==> config.mk <==
export PLATFORM = sky130hd
export DESIGN_NAME = mprb_top
export DESIGN_NICKNAME = d
export VERILOG_FILES = /design/src/rtl/mprb_pkg.sv /design/src/rtl/mprb_top.sv
export SDC_FILE = /design/constraint.sdc
export NUM_CORES = 1
export LEC_CHECK = 0
export ABC_AREA = 1
export BUFFER_PORTS_ARGS = -buffer_cell sky130_fd_sc_hd__buf_2
export CAP_MARGIN = 20
export CORE_AREA = 3 3 149 187
export CTS_BUF_LIST = sky130_fd_sc_hd__clkbuf_4 sky130_fd_sc_hd__clkbuf_8 sky130_fd_sc_hd__clkbuf_16
export DETAILED_ROUTE_END_ITERATION = 8
export DIE_AREA = 0 0 152 190
export GPL_ROUTABILITY_DRIVEN = 0
export PLACE_DENSITY = 0.81
export SYNTH_ARGS = -nofsm -noshare
export SYNTH_HDL_FRONTEND = slang
export SYNTH_SLANG_ARGS = --single-unit
==> constraint.sdc <==
create_clock -name pclk -period 3.7 [get_ports pclk]
set_clock_uncertainty 0.05 [all_clocks]
set_input_delay 0.185 -clock pclk [delete_from_list [all_inputs] [get_ports pclk]]
set_output_delay 0.185 -clock pclk [all_outputs]
set_load 0.03 [all_outputs]
==> src/rtl/mprb_pkg.sv <==
// constants shared by the peripheral register bank
// assumes a 32-bit apb slave, one register per word, index = byte address / 4
package mprb_pkg;
	localparam logic [7:0] IDX_CSIO_CTRL = 8'h0a;
	localparam logic [7:0] IDX_TMR_CTRL = 8'h10;
	localparam logic [7:0] IDX_T1_CNT_L = 8'h14;
	localparam logic [7:0] IDX_T1_CNT_H = 8'h15;
	localparam logic [7:0] IDX_T1_RLD_L = 8'h16;
	localparam logic [7:0] IDX_T1_RLD_H = 8'h17;
	localparam logic [7:0] IDX_FRC = 8'h18;
	localparam logic [7:0] IDX_CPU_CTRL = 8'h1f;
	localparam logic [7:0] IDX_D0_SRC_B = 8'h22;
	localparam logic [7:0] IDX_D0_DST_L = 8'h23;
	localparam logic [7:0] IDX_D0_DST_H = 8'h24;
	localparam logic [7:0] IDX_D0_DST_B = 8'h25;
	localparam logic [7:0] IDX_D0_CNT_L = 8'h26;
	localparam logic [7:0] IDX_D0_CNT_H = 8'h27;
	localparam logic [7:0] IDX_D1_MEM_L = 8'h28;
	localparam logic [7:0] IDX_D1_MEM_H = 8'h29;
	localparam logic [7:0] IDX_D1_MEM_B = 8'h2a;
	localparam logic [7:0] IDX_D1_IO_L = 8'h2b;
	localparam logic [7:0] IDX_D1_IO_H = 8'h2c;
	localparam logic [7:0] IDX_D1_CNT_L = 8'h2e;
	localparam logic [7:0] IDX_D1_CNT_H = 8'h2f;
	localparam logic [7:0] IDX_D1_MODE = 8'h31;
	localparam logic [7:0] IDX_REFRESH = 8'h36;
	// field positions
	localparam int TMR_EN_BIT = 1;
	localparam int TOC_LO_BIT = 6;
	localparam int REF_EN_BIT = 7;
	localparam int D1_EN_BIT = 7;
	// reset values
	localparam logic [7:0] CPU_CTRL_RST = 8'h00;
	localparam logic [7:0] REG_RST = 8'h00;
	localparam logic [15:0] CNT_RST = 16'hffff;
	// serial clock dividers for codes 000..110
	localparam int SER_DIV_0 = 20;
	localparam int SER_DIV_1 = 40;
	localparam int SER_DIV_2 = 80;
	localparam int SER_DIV_3 = 100;
	localparam int SER_DIV_4 = 320;
	localparam int SER_DIV_5 = 640;
	localparam int SER_DIV_6 = 1280;
	// refresh intervals in states for codes 00..11
	localparam int REF_INT_0 = 10;
	localparam int REF_INT_1 = 20;
	localparam int REF_INT_2 = 40;
	localparam int REF_INT_3 = 80;
	// timers and the free running counter advance once every this many clocks
	localparam int TMR_PRESCALE = 20;
endpackage

==> src/rtl/mprb_top.sv <==
// peripheral register bank of an embedded processor core, with apb access
// assumes one clock pclk; pin inputs already synchronous to pclk
// Function
// - serial shift clock divides system clock by 20..1280, code 111 external
// - timer 1 has a readable, writable 16-bit reload split in two bytes
// - free running counter is an 8-bit read-only register at 18H
// - cpu control register sits at 1FH and resets to all zeros
// - channel 0 source bank bits 17:16 pick request: pin, serial0 rx, serial1 rx
// - channel 0 dest bank bits 17:16 pick request: pin, serial0 tx, serial1 tx
// - channel 0 bank registers implement bits 0-2 only, top of 20-bit address
// - channel 1 mode sets direction and memory step; io address fixed
// - refresh interval field picks 10, 20, 40 or 80 states between refreshes
//
// Local design decision: the APB interface to the registers.
`timescale 1ns/1ps
module mprb_top #(
	parameter int DATA_W = 8,
	parameter int FIFO_DEPTH = 2
) (
	input wire logic pclk,
	input wire logic presetn,
	input wire logic psel,
	input wire logic penable,
	input wire logic pwrite,
	input wire logic [11:0] paddr,
	input wire logic [31:0] pwdata,
	output logic [31:0] prdata,
	output logic pready,
	output logic pslverr,
	input wire logic ext_serial_clk,
	output logic serial_clk,
	output logic shared_addr_timer_pin,
	output logic shared_addr_timer_oe,
	output logic refresh_req,
	input wire logic external_transfer_request,
	input wire logic serial0_receive_data,
	input wire logic serial1_receive_data,
	input wire logic serial0_transmit_data,
	input wire logic serial1_transmit_data,
	output logic ch0_src_req,
	output logic ch0_dst_req,
	output logic [19:0] ch0_dest_addr,
	output logic [15:0] ch0_count,
	output logic [7:0] cpu_control_register,
	input wire logic [DATA_W-1:0] ch1_in_data,
	input wire logic ch1_in_valid,
	output logic ch1_in_ready,
	output logic [DATA_W-1:0] ch1_out_data,
	output logic [19:0] ch1_out_addr,
	output logic ch1_out_valid,
	input wire logic ch1_out_ready,
	output logic ch1_to_memory,
	output logic [15:0] ch1_io_address
);
	function automatic logic [7:0] byte_of(input logic [15:0] v, input logic hi);
		byte_of = hi ? v[15:8] : v[7:0];
	endfunction

	function automatic logic [15:0] set_byte(input logic [15:0] v, input logic hi,
			input logic [7:0] b);
		set_byte = hi ? {b, v[7:0]} : {v[15:8], b};
	endfunction

	// apb decode
	wire logic setup = psel && !penable;
	wire logic wr_done = psel && penable && pready && pwrite;
	wire logic [7:0] idx = paddr[9:2];
	wire logic [7:0] wb = pwdata[7:0];
	// two byte pairs start on an odd index, so their low half sits at the odd one
	wire logic wr_hi = idx[0] ^ (idx == mprb_pkg::IDX_D0_DST_L
		|| idx == mprb_pkg::IDX_D0_DST_H || idx == mprb_pkg::IDX_D1_IO_L
		|| idx == mprb_pkg::IDX_D1_IO_H);

	logic [31:0] prdata_q;
	logic pready_q;
	logic pslverr_q;
	logic [2:0] ss_q;
	logic [7:0] tctrl_q;
	logic [15:0] t1_cnt_q;
	logic [15:0] t1_rld_q;
	logic [7:0] t1_hi_hold_q;
	logic [7:0] frc_q;
	logic [7:0] ccr_q;
	logic [2:0] d0_src_b_q;
	logic [15:0] d0_dst_q;
	logic [2:0] d0_dst_b_q;
	logic [15:0] d0_cnt_q;
	logic [15:0] d1_mem_q;
	logic [3:0] d1_mem_b_q;
	logic [15:0] d1_io_q;
	logic [15:0] d1_cnt_q;
	logic [7:0] d1_mode_q;
	logic [7:0] refresh_q;
	logic [10:0] ser_cnt_q;
	logic serial_clk_q;
	logic [4:0] pre_cnt_q;
	logic tout_q;
	logic [6:0] ref_cnt_q;
	logic refresh_req_q;
	logic ch0_src_req_q;
	logic ch0_dst_req_q;

	// read decode, one word per register, narrower data in the low bits
	logic [7:0] rd_byte;
	logic rd_hit;
	always_comb begin
		rd_hit = 1'b1;
		case (idx)
			mprb_pkg::IDX_CSIO_CTRL: rd_byte = {5'h00, ss_q};
			mprb_pkg::IDX_TMR_CTRL: rd_byte = tctrl_q;
			mprb_pkg::IDX_T1_CNT_L: rd_byte = byte_of(t1_cnt_q, 1'b0);
			mprb_pkg::IDX_T1_CNT_H: rd_byte = t1_hi_hold_q;
			mprb_pkg::IDX_T1_RLD_L: rd_byte = byte_of(t1_rld_q, 1'b0);
			mprb_pkg::IDX_T1_RLD_H: rd_byte = byte_of(t1_rld_q, 1'b1);
			mprb_pkg::IDX_FRC: rd_byte = frc_q;
			mprb_pkg::IDX_CPU_CTRL: rd_byte = ccr_q;
			mprb_pkg::IDX_D0_SRC_B: rd_byte = {5'h00, d0_src_b_q};
			mprb_pkg::IDX_D0_DST_L: rd_byte = byte_of(d0_dst_q, 1'b0);
			mprb_pkg::IDX_D0_DST_H: rd_byte = byte_of(d0_dst_q, 1'b1);
			mprb_pkg::IDX_D0_DST_B: rd_byte = {5'h00, d0_dst_b_q};
			mprb_pkg::IDX_D0_CNT_L: rd_byte = byte_of(d0_cnt_q, 1'b0);
			mprb_pkg::IDX_D0_CNT_H: rd_byte = byte_of(d0_cnt_q, 1'b1);
			mprb_pkg::IDX_D1_MEM_L: rd_byte = byte_of(d1_mem_q, 1'b0);
			mprb_pkg::IDX_D1_MEM_H: rd_byte = byte_of(d1_mem_q, 1'b1);
			mprb_pkg::IDX_D1_MEM_B: rd_byte = {4'h0, d1_mem_b_q};
			mprb_pkg::IDX_D1_IO_L: rd_byte = byte_of(d1_io_q, 1'b0);
			mprb_pkg::IDX_D1_IO_H: rd_byte = byte_of(d1_io_q, 1'b1);
			mprb_pkg::IDX_D1_CNT_L: rd_byte = byte_of(d1_cnt_q, 1'b0);
			mprb_pkg::IDX_D1_CNT_H: rd_byte = byte_of(d1_cnt_q, 1'b1);
			mprb_pkg::IDX_D1_MODE: rd_byte = d1_mode_q;
			mprb_pkg::IDX_REFRESH: rd_byte = refresh_q;
			default: begin
				rd_byte = 8'h00;
				rd_hit = 1'b0;
			end
		endcase
	end

	wire logic hit_wr = wr_done && !pslverr_q;
	wire logic w_t1l = hit_wr && idx == mprb_pkg::IDX_T1_CNT_L;
	wire logic w_t1h = hit_wr && idx == mprb_pkg::IDX_T1_CNT_H;
	wire logic rd_t1l = setup && !pwrite && idx == mprb_pkg::IDX_T1_CNT_L;

	// one wait-free access: answer registered in the setup cycle
	always_ff @(posedge pclk or negedge presetn) begin
		if (!presetn) begin
			prdata_q <= 32'h0000_0000;
			pready_q <= 1'b0;
			pslverr_q <= 1'b0;
		end else begin
			pready_q <= setup;
			pslverr_q <= setup && !rd_hit;
			if (setup && !pwrite)
				prdata_q <= {24'h00_0000, rd_byte};
		end
	end

	// low-byte read freezes the high byte so a 16-bit read stays coherent
	always_ff @(posedge pclk or negedge presetn) begin
		if (!presetn)
			t1_hi_hold_q <= mprb_pkg::REG_RST;
		else if (rd_t1l)
			t1_hi_hold_q <= byte_of(t1_cnt_q, 1'b1);
	end

	// plain software registers
	always_ff @(posedge pclk or negedge presetn) begin
		if (!presetn) begin
			ss_q <= 3'h0;
			tctrl_q <= mprb_pkg::REG_RST;
			t1_rld_q <= mprb_pkg::CNT_RST;
			ccr_q <= mprb_pkg::CPU_CTRL_RST;
			d0_src_b_q <= 3'h0;
			d0_dst_b_q <= 3'h0;
			d0_dst_q <= 16'h0000;
			d0_cnt_q <= 16'h0000;
			d1_io_q <= 16'h0000;
			d1_mode_q <= mprb_pkg::REG_RST;
			refresh_q <= mprb_pkg::REG_RST;
		end else if (hit_wr) begin
			case (idx)
				mprb_pkg::IDX_CSIO_CTRL: ss_q <= wb[2:0];
				mprb_pkg::IDX_TMR_CTRL: tctrl_q <= wb;
				mprb_pkg::IDX_T1_RLD_L,
				mprb_pkg::IDX_T1_RLD_H: t1_rld_q <= set_byte(t1_rld_q, wr_hi, wb);
				mprb_pkg::IDX_CPU_CTRL: ccr_q <= wb;
				mprb_pkg::IDX_D0_SRC_B: d0_src_b_q <= wb[2:0];
				mprb_pkg::IDX_D0_DST_B: d0_dst_b_q <= wb[2:0];
				mprb_pkg::IDX_D0_DST_L,
				mprb_pkg::IDX_D0_DST_H: d0_dst_q <= set_byte(d0_dst_q, wr_hi, wb);
				mprb_pkg::IDX_D0_CNT_L,
				mprb_pkg::IDX_D0_CNT_H: d0_cnt_q <= set_byte(d0_cnt_q, wr_hi, wb);
				mprb_pkg::IDX_D1_IO_L,
				mprb_pkg::IDX_D1_IO_H: d1_io_q <= set_byte(d1_io_q, wr_hi, wb);
				mprb_pkg::IDX_D1_MODE: d1_mode_q <= wb;
				mprb_pkg::IDX_REFRESH: refresh_q <= wb;
				default: ;
			endcase
		end
	end

	// serial shift clock: half-period count, external clock passed through
	logic [10:0] ser_half;
	always_comb begin
		case (ss_q)
			3'h0: ser_half = 11'(mprb_pkg::SER_DIV_0 / 2);
			3'h1: ser_half = 11'(mprb_pkg::SER_DIV_1 / 2);
			3'h2: ser_half = 11'(mprb_pkg::SER_DIV_2 / 2);
			3'h3: ser_half = 11'(mprb_pkg::SER_DIV_3 / 2);
			3'h4: ser_half = 11'(mprb_pkg::SER_DIV_4 / 2);
			3'h5: ser_half = 11'(mprb_pkg::SER_DIV_5 / 2);
			3'h6: ser_half = 11'(mprb_pkg::SER_DIV_6 / 2);
			default: ser_half = 11'h001;
		endcase
	end

	always_ff @(posedge pclk or negedge presetn) begin
		if (!presetn) begin
			ser_cnt_q <= 11'h000;
			serial_clk_q <= 1'b0;
		end else if (ss_q == 3'h7) begin
			ser_cnt_q <= 11'h000;
			serial_clk_q <= ext_serial_clk;
		end else if (ser_cnt_q + 11'h001 >= ser_half) begin
			ser_cnt_q <= 11'h000;
			serial_clk_q <= !serial_clk_q;
		end else begin
			ser_cnt_q <= ser_cnt_q + 11'h001;
		end
	end

	// timer and free running counter advance on a shared prescaled tick
	wire logic tick = pre_cnt_q == 5'(mprb_pkg::TMR_PRESCALE - 1);
	wire logic t1_run = tctrl_q[mprb_pkg::TMR_EN_BIT];
	wire logic t1_zero = t1_run && tick && t1_cnt_q == 16'h0000;
	wire logic [1:0] toc = tctrl_q[mprb_pkg::TOC_LO_BIT +: 2];

	always_ff @(posedge pclk or negedge presetn) begin
		if (!presetn) begin
			pre_cnt_q <= 5'h00;
			frc_q <= 8'hff;
		end else begin
			pre_cnt_q <= tick ? 5'h00 : pre_cnt_q + 5'h01;
			if (tick)
				frc_q <= frc_q - 8'h01;
		end
	end

	// a software write to the count wins over the countdown in the same cycle
	always_ff @(posedge pclk or negedge presetn) begin
		if (!presetn)
			t1_cnt_q <= mprb_pkg::CNT_RST;
		else if (w_t1l || w_t1h)
			t1_cnt_q <= set_byte(t1_cnt_q, w_t1h, wb);
		else if (t1_zero)
			t1_cnt_q <= t1_rld_q;
		else if (t1_run && tick)
			t1_cnt_q <= t1_cnt_q - 16'h0001;
	end

	always_ff @(posedge pclk or negedge presetn) begin
		if (!presetn)
			tout_q <= 1'b0;
		else if (toc == 2'h1 && t1_zero)
			tout_q <= !tout_q;
		else if (toc[1])
			tout_q <= toc[0];
	end

	// refresh request pulse every 10/20/40/80 states
	logic [6:0] ref_int;
	always_comb begin
		case (refresh_q[1:0])
			2'h0: ref_int = 7'(mprb_pkg::REF_INT_0);
			2'h1: ref_int = 7'(mprb_pkg::REF_INT_1);
			2'h2: ref_int = 7'(mprb_pkg::REF_INT_2);
			default: ref_int = 7'(mprb_pkg::REF_INT_3);
		endcase
	end

	wire logic ref_hit = ref_cnt_q + 7'h01 >= ref_int;
	always_ff @(posedge pclk or negedge presetn) begin
		if (!presetn) begin
			ref_cnt_q <= 7'h00;
			refresh_req_q <= 1'b0;
		end else begin
			ref_cnt_q <= ref_hit ? 7'h00 : ref_cnt_q + 7'h01;
			refresh_req_q <= ref_hit && refresh_q[mprb_pkg::REF_EN_BIT];
		end
	end

	// channel 0 request source selection
	function automatic logic pick_req(input logic [1:0] sel, input logic a,
			input logic b);
		case (sel)
			2'h0: pick_req = external_transfer_request;
			2'h1: pick_req = a;
			2'h2: pick_req = b;
			default: pick_req = 1'b0;
		endcase
	endfunction

	always_ff @(posedge pclk or negedge presetn) begin
		if (!presetn) begin
			ch0_src_req_q <= 1'b0;
			ch0_dst_req_q <= 1'b0;
		end else begin
			ch0_src_req_q <= pick_req(d0_src_b_q[1:0], serial0_receive_data,
				serial1_receive_data);
			ch0_dst_req_q <= pick_req(d0_dst_b_q[1:0], serial0_transmit_data,
				serial1_transmit_data);
		end
	end

	// channel 1: two-entry buffer between the io side and the memory side
	logic [DATA_W-1:0] buf_q [FIFO_DEPTH];
	logic [19:0] badr_q [FIFO_DEPTH];
	logic [$clog2(FIFO_DEPTH)-1:0] wp_q;
	logic [$clog2(FIFO_DEPTH)-1:0] rp_q;
	logic [$clog2(FIFO_DEPTH):0] lvl_q;
	logic in_ready_q;
	wire logic d1_on = d1_mode_q[mprb_pkg::D1_EN_BIT] && d1_cnt_q != 16'h0000;
	wire logic push = ch1_in_valid && in_ready_q && d1_on;
	wire logic pop = lvl_q != '0 && ch1_out_ready;
	wire logic [1:0] dm = d1_mode_q[1:0];
	wire logic [$clog2(FIFO_DEPTH):0] lvl_d = lvl_q + push - pop;
	wire logic w_mem = hit_wr && (idx == mprb_pkg::IDX_D1_MEM_L
		|| idx == mprb_pkg::IDX_D1_MEM_H);

	// ready is registered, so it looks at the level after this cycle
	always_ff @(posedge pclk or negedge presetn) begin
		if (!presetn) begin
			wp_q <= '0;
			rp_q <= '0;
			lvl_q <= '0;
			in_ready_q <= 1'b0;
		end else begin
			wp_q <= push ? wp_q + 1'b1 : wp_q;
			rp_q <= pop ? rp_q + 1'b1 : rp_q;
			lvl_q <= lvl_d;
			in_ready_q <= lvl_d < FIFO_DEPTH;
		end
	end

	always_ff @(posedge pclk) begin
		if (push) begin
			buf_q[wp_q] <= ch1_in_data;
			badr_q[wp_q] <= {d1_mem_b_q, d1_mem_q};
		end
	end

	// memory address steps per accepted word; io address never moves
	always_ff @(posedge pclk or negedge presetn) begin
		if (!presetn) begin
			d1_mem_q <= 16'h0000;
			d1_mem_b_q <= 4'h0;
			d1_cnt_q <= 16'h0000;
		end else begin
			if (w_mem)
				d1_mem_q <= set_byte(d1_mem_q, wr_hi, wb);
			else if (hit_wr && idx == mprb_pkg::IDX_D1_MEM_B)
				d1_mem_b_q <= wb[3:0];
			else if (push)
				{d1_mem_b_q, d1_mem_q} <= dm[0] ? {d1_mem_b_q, d1_mem_q} - 20'h00001
					: {d1_mem_b_q, d1_mem_q} + 20'h00001;
			if (hit_wr && (idx == mprb_pkg::IDX_D1_CNT_L
					|| idx == mprb_pkg::IDX_D1_CNT_H))
				d1_cnt_q <= set_byte(d1_cnt_q, idx[0], wb);
			else if (push)
				d1_cnt_q <= d1_cnt_q - 16'h0001;
		end
	end

	assign prdata = prdata_q;
	assign pready = pready_q;
	assign pslverr = pslverr_q;
	assign serial_clk = serial_clk_q;
	assign shared_addr_timer_pin = tout_q;
	assign shared_addr_timer_oe = toc != 2'h0;
	assign refresh_req = refresh_req_q;
	assign ch0_src_req = ch0_src_req_q;
	assign ch0_dst_req = ch0_dst_req_q;
	assign ch0_dest_addr = {1'b0, d0_dst_b_q, d0_dst_q};
	assign ch0_count = d0_cnt_q;
	assign cpu_control_register = ccr_q;
	assign ch1_in_ready = in_ready_q && d1_on;
	assign ch1_out_data = buf_q[rp_q];
	assign ch1_out_addr = badr_q[rp_q];
	assign ch1_out_valid = lvl_q != '0;
	assign ch1_to_memory = dm[1];
	assign ch1_io_address = d1_io_q;
endmodule

==> impl_metrics.yaml <==
routing:
  drc: 0
  routed_wl_mm: 43.8
  drt_iter0_drc: 1395
  drtAntennaViolNets: 0
  firstDrtPassIters: 8
  num_vias: 14300
  via_per_inst: 5.71
  wire_per_inst_um: 17.5
yosys:
  yosysTopAreaCellShare_pct: 28.5
  ys.warnings.count: 0
  syn-cell-area_um2: 15400
  synth_cell_type_count: 50
  ys_seq_elements: 272
  synthCells: 1975
  synth_edf_count: 56
  synth_ff_type: "dfrtp_1"
  yosys-top-cells-area: "dfrtp_1, nand2_1, edfxtp_1"
  ys_async_sr_fraction_pct: 79.4
  synth_top_cell_by_area: "dfrtp_1"
  synth.avg_cell_area_um2: 7.82
  ys_seq_area_share_pct: 46.2
global_route:
  gr-usage-met2_pct: 51.3
  grt-ovfl-total: 0
  met3_usage_pct: 4.46
  grt_busiest_layer: "met2"
  antenna_found_initial: 3
  track_usage_pct: 29.7
  grt_pass1_vias: 13600
  grt_max_degree: 77
  grt_pass1_wl_mm: 69.6
  use_met1_pct: 35.8
worst_hold_path:
  hp-start: "pwrite"
  min_path_type: "in -> reg"
worst_setup_path:
  cp.required_ns: 3.89
  crit_type: "reg -> reg"
  cp_max_fo: 16
  reg2reg_from: "d1_cnt_q[0]$_DFFE_PN0P_"
  worstPathArrival_ns: 3.09
  start_kind: "flip-flop"
  cp-end-kind: "flip-flop"
  critPathLaunch: "d1_cnt_q[0]$_DFFE_PN0P_"
power:
  ir_worst_vdd_v: 0.000442
  finalPower_mw: 7.21
  p_per_area_nw_per_um2: 411
  leakagePower_nw: 9.16
final_layout:
  multi_input_area_um2: 7340
  finish.utilization_pct: 67.3
  regArea_um2: 7140
  layout_common_cells: "nand2_1, nor2_1, dfrtp_1"
  area_growth_pct: 13.8
  nets: 2239
  final_common_cell: "nand2_1"
  final_area_um2: 17600
  final_cells: 2496
  drive_above_1_share_pct: 15.5
  n_fill_cell: 2132
floorplan:
  rows: 66
  io_pins: 196
  core_area_um2: 26100
  die_area_um2: 28900
  die_w_um: 152
  initial_core_util_pct: 59.2
  die_h_um: 190
timing:
  hold_slack_ns: 0.0389
  worst_slew_pin_slew_ns: 0.938
  setup_slack_ns: 0.792
  relSlewSlack_pct: 37.4
  fin_setup_tns_ns: 0
  drv_slew: 0
  final-hold-violation-count: 0
  setup_viol: 0
  rsz0062_at_grt: "false"
  max_freq_mhz: 344
  fin_crit_sh_pct: 78.6
  min_period_ns: 2.91
cts:
  cts_root_buffer: "clkbuf_16"
  cts_setup_buffers: 0
  cts_tree: "done"
  clock_latency_ns: 0.55
  cts_resized: 0
  cts_buffers: 27
  path_clk_slew_ns: 0.06
  cts.sinks: 272
  h-tree-depth: 1
  cts_buffer_depth: 3
placement:
  io_buffers: 142
  dp_cells: 2421
  hpwl_mm: 31.5
  post-place-ws_ns: 0.918
  placed_area_um2: 16400
status:
  status: "finished, final reports clean"
run:
  cap_violations: 0
## flip-flops by register name, summed over array words and instances, names as in the netlist, 7 cells and up
signal	count
prdata	8
d1_cnt_q	16
t1_rld_q	16
d1_mode_q	8
tctrl_q	8
buf_q	16
t1_cnt_q	16
d1_mem_q	16
t1_hi_hold_q	8
d0_dst_q	16
frc_q	8
ser_cnt_q	11
ch0_count	16
refresh_q	8
cpu_control_register	8
badr_q	40
ch1_io_address	16
ref_cnt_q	7
## kinds of logic (layout without fill, tap and decap cells)
kind of cell,count (synthesis),count (layout),share of synthesized area (%)
adder cells (fa/ha/maj),41,41,3.37
flip-flops,272,272,46.2
AND/OR/NAND/NOR,1131,1131,31.2
AO/OA/AOI/OAI,242,242,9.54
other,1,28,0.0243
multiplexers,1,1,0.0729
XOR/XNOR,47,47,2.67
buffers and inverters,240,394,6.93
## cell usage after synthesis (8+ instances only)
cell type    n
inv_1      157
ha_1        40
a22oi_1     22
buf_2        9
nor3_1      26
nor2_1     184
nand2_1    675
o211ai_1    14
o21ai_1     31
edfxtp_1    56
dfstp_2     40
xnor2_1     11
clkbuf_1    28
xor2_1      36
nand4_1     25
nand2_4     11
a21oi_1     38
dfrtp_1    176
buf_6        8
nand3_1    169
buf_4       26
o21ai_0     91
o21ai_2     34
## final cells by class
class | count | area share, %
Antenna cell | 2 | 0.0285
Clock buffer | 39 | 4.43
Clock inverter | 11 | 1.15
Inverter | 165 | 3.52
Multi-Input combinational cell | 1488 | 41.8
Sequential cell | 272 | 40.6
Tap cell | 340 | 2.42
Timing Repair Buffer | 179 | 6.07
## timing repair
| action | CTS | global route |
|---|---|---|
| endpoints found under the hold margin | 96 | 0 |
| setup endpoints to repair | 0 | 0 |
| hold buffers | 23 | 0 |
## report_power, final
| part | switching [mW] | internal [mW] |
|---|---|---|
| Clock | 1.16 | 1.83 |
| Combinational | 0.756 | 0.282 |
| Sequential | 0.0592 | 3.13 |
| Total | 1.98 | 5.23 |
## final timing paths
kind | end | slack [ns] | cells after the start
max reg2reg | badr_q[0][2]$_DFFE_PP_ | 0.79 | 8
max | badr_q[0][2]$_DFFE_PP_ | 0.79 | 8
min reg2reg | pre_cnt_q[0]$_DFF_PN0_ | 0.42 | 1
min in group asynchronous | t1_hi_hold_q[7]$_DFFE_PN0P_ | 0.16 | 2
min | prdata[7]$_DFFE_PN0P_ | 0.04 | 4
max in group asynchronous | lvl_q[0]$_DFF_PN0_ | 2.51 | 3
## critical path, stage by stage, from the launching register on
cell and delay (ns):
dfrtp_1 0.44, inv_1 0.11, ha_1 0.26, nand3_1 0.24, nor2_1 0.12, nand3b_1 0.13, nand3b_2 0.27, nor2_2 0.60
buf_4 0.36
## routing by layer
layer | up-vias | routed length [µm] | part of all wire, %
met5 | - | 14 | 0.032
met3 | 202 | 3730 | 8.5
met2 | 735 | 21000 | 48
li1 | 6721 | - | -
met4 | 2 | 2820 | 6.4
met1 | 6591 | 16200 | 37
Power figures use the tool's default switching activity.
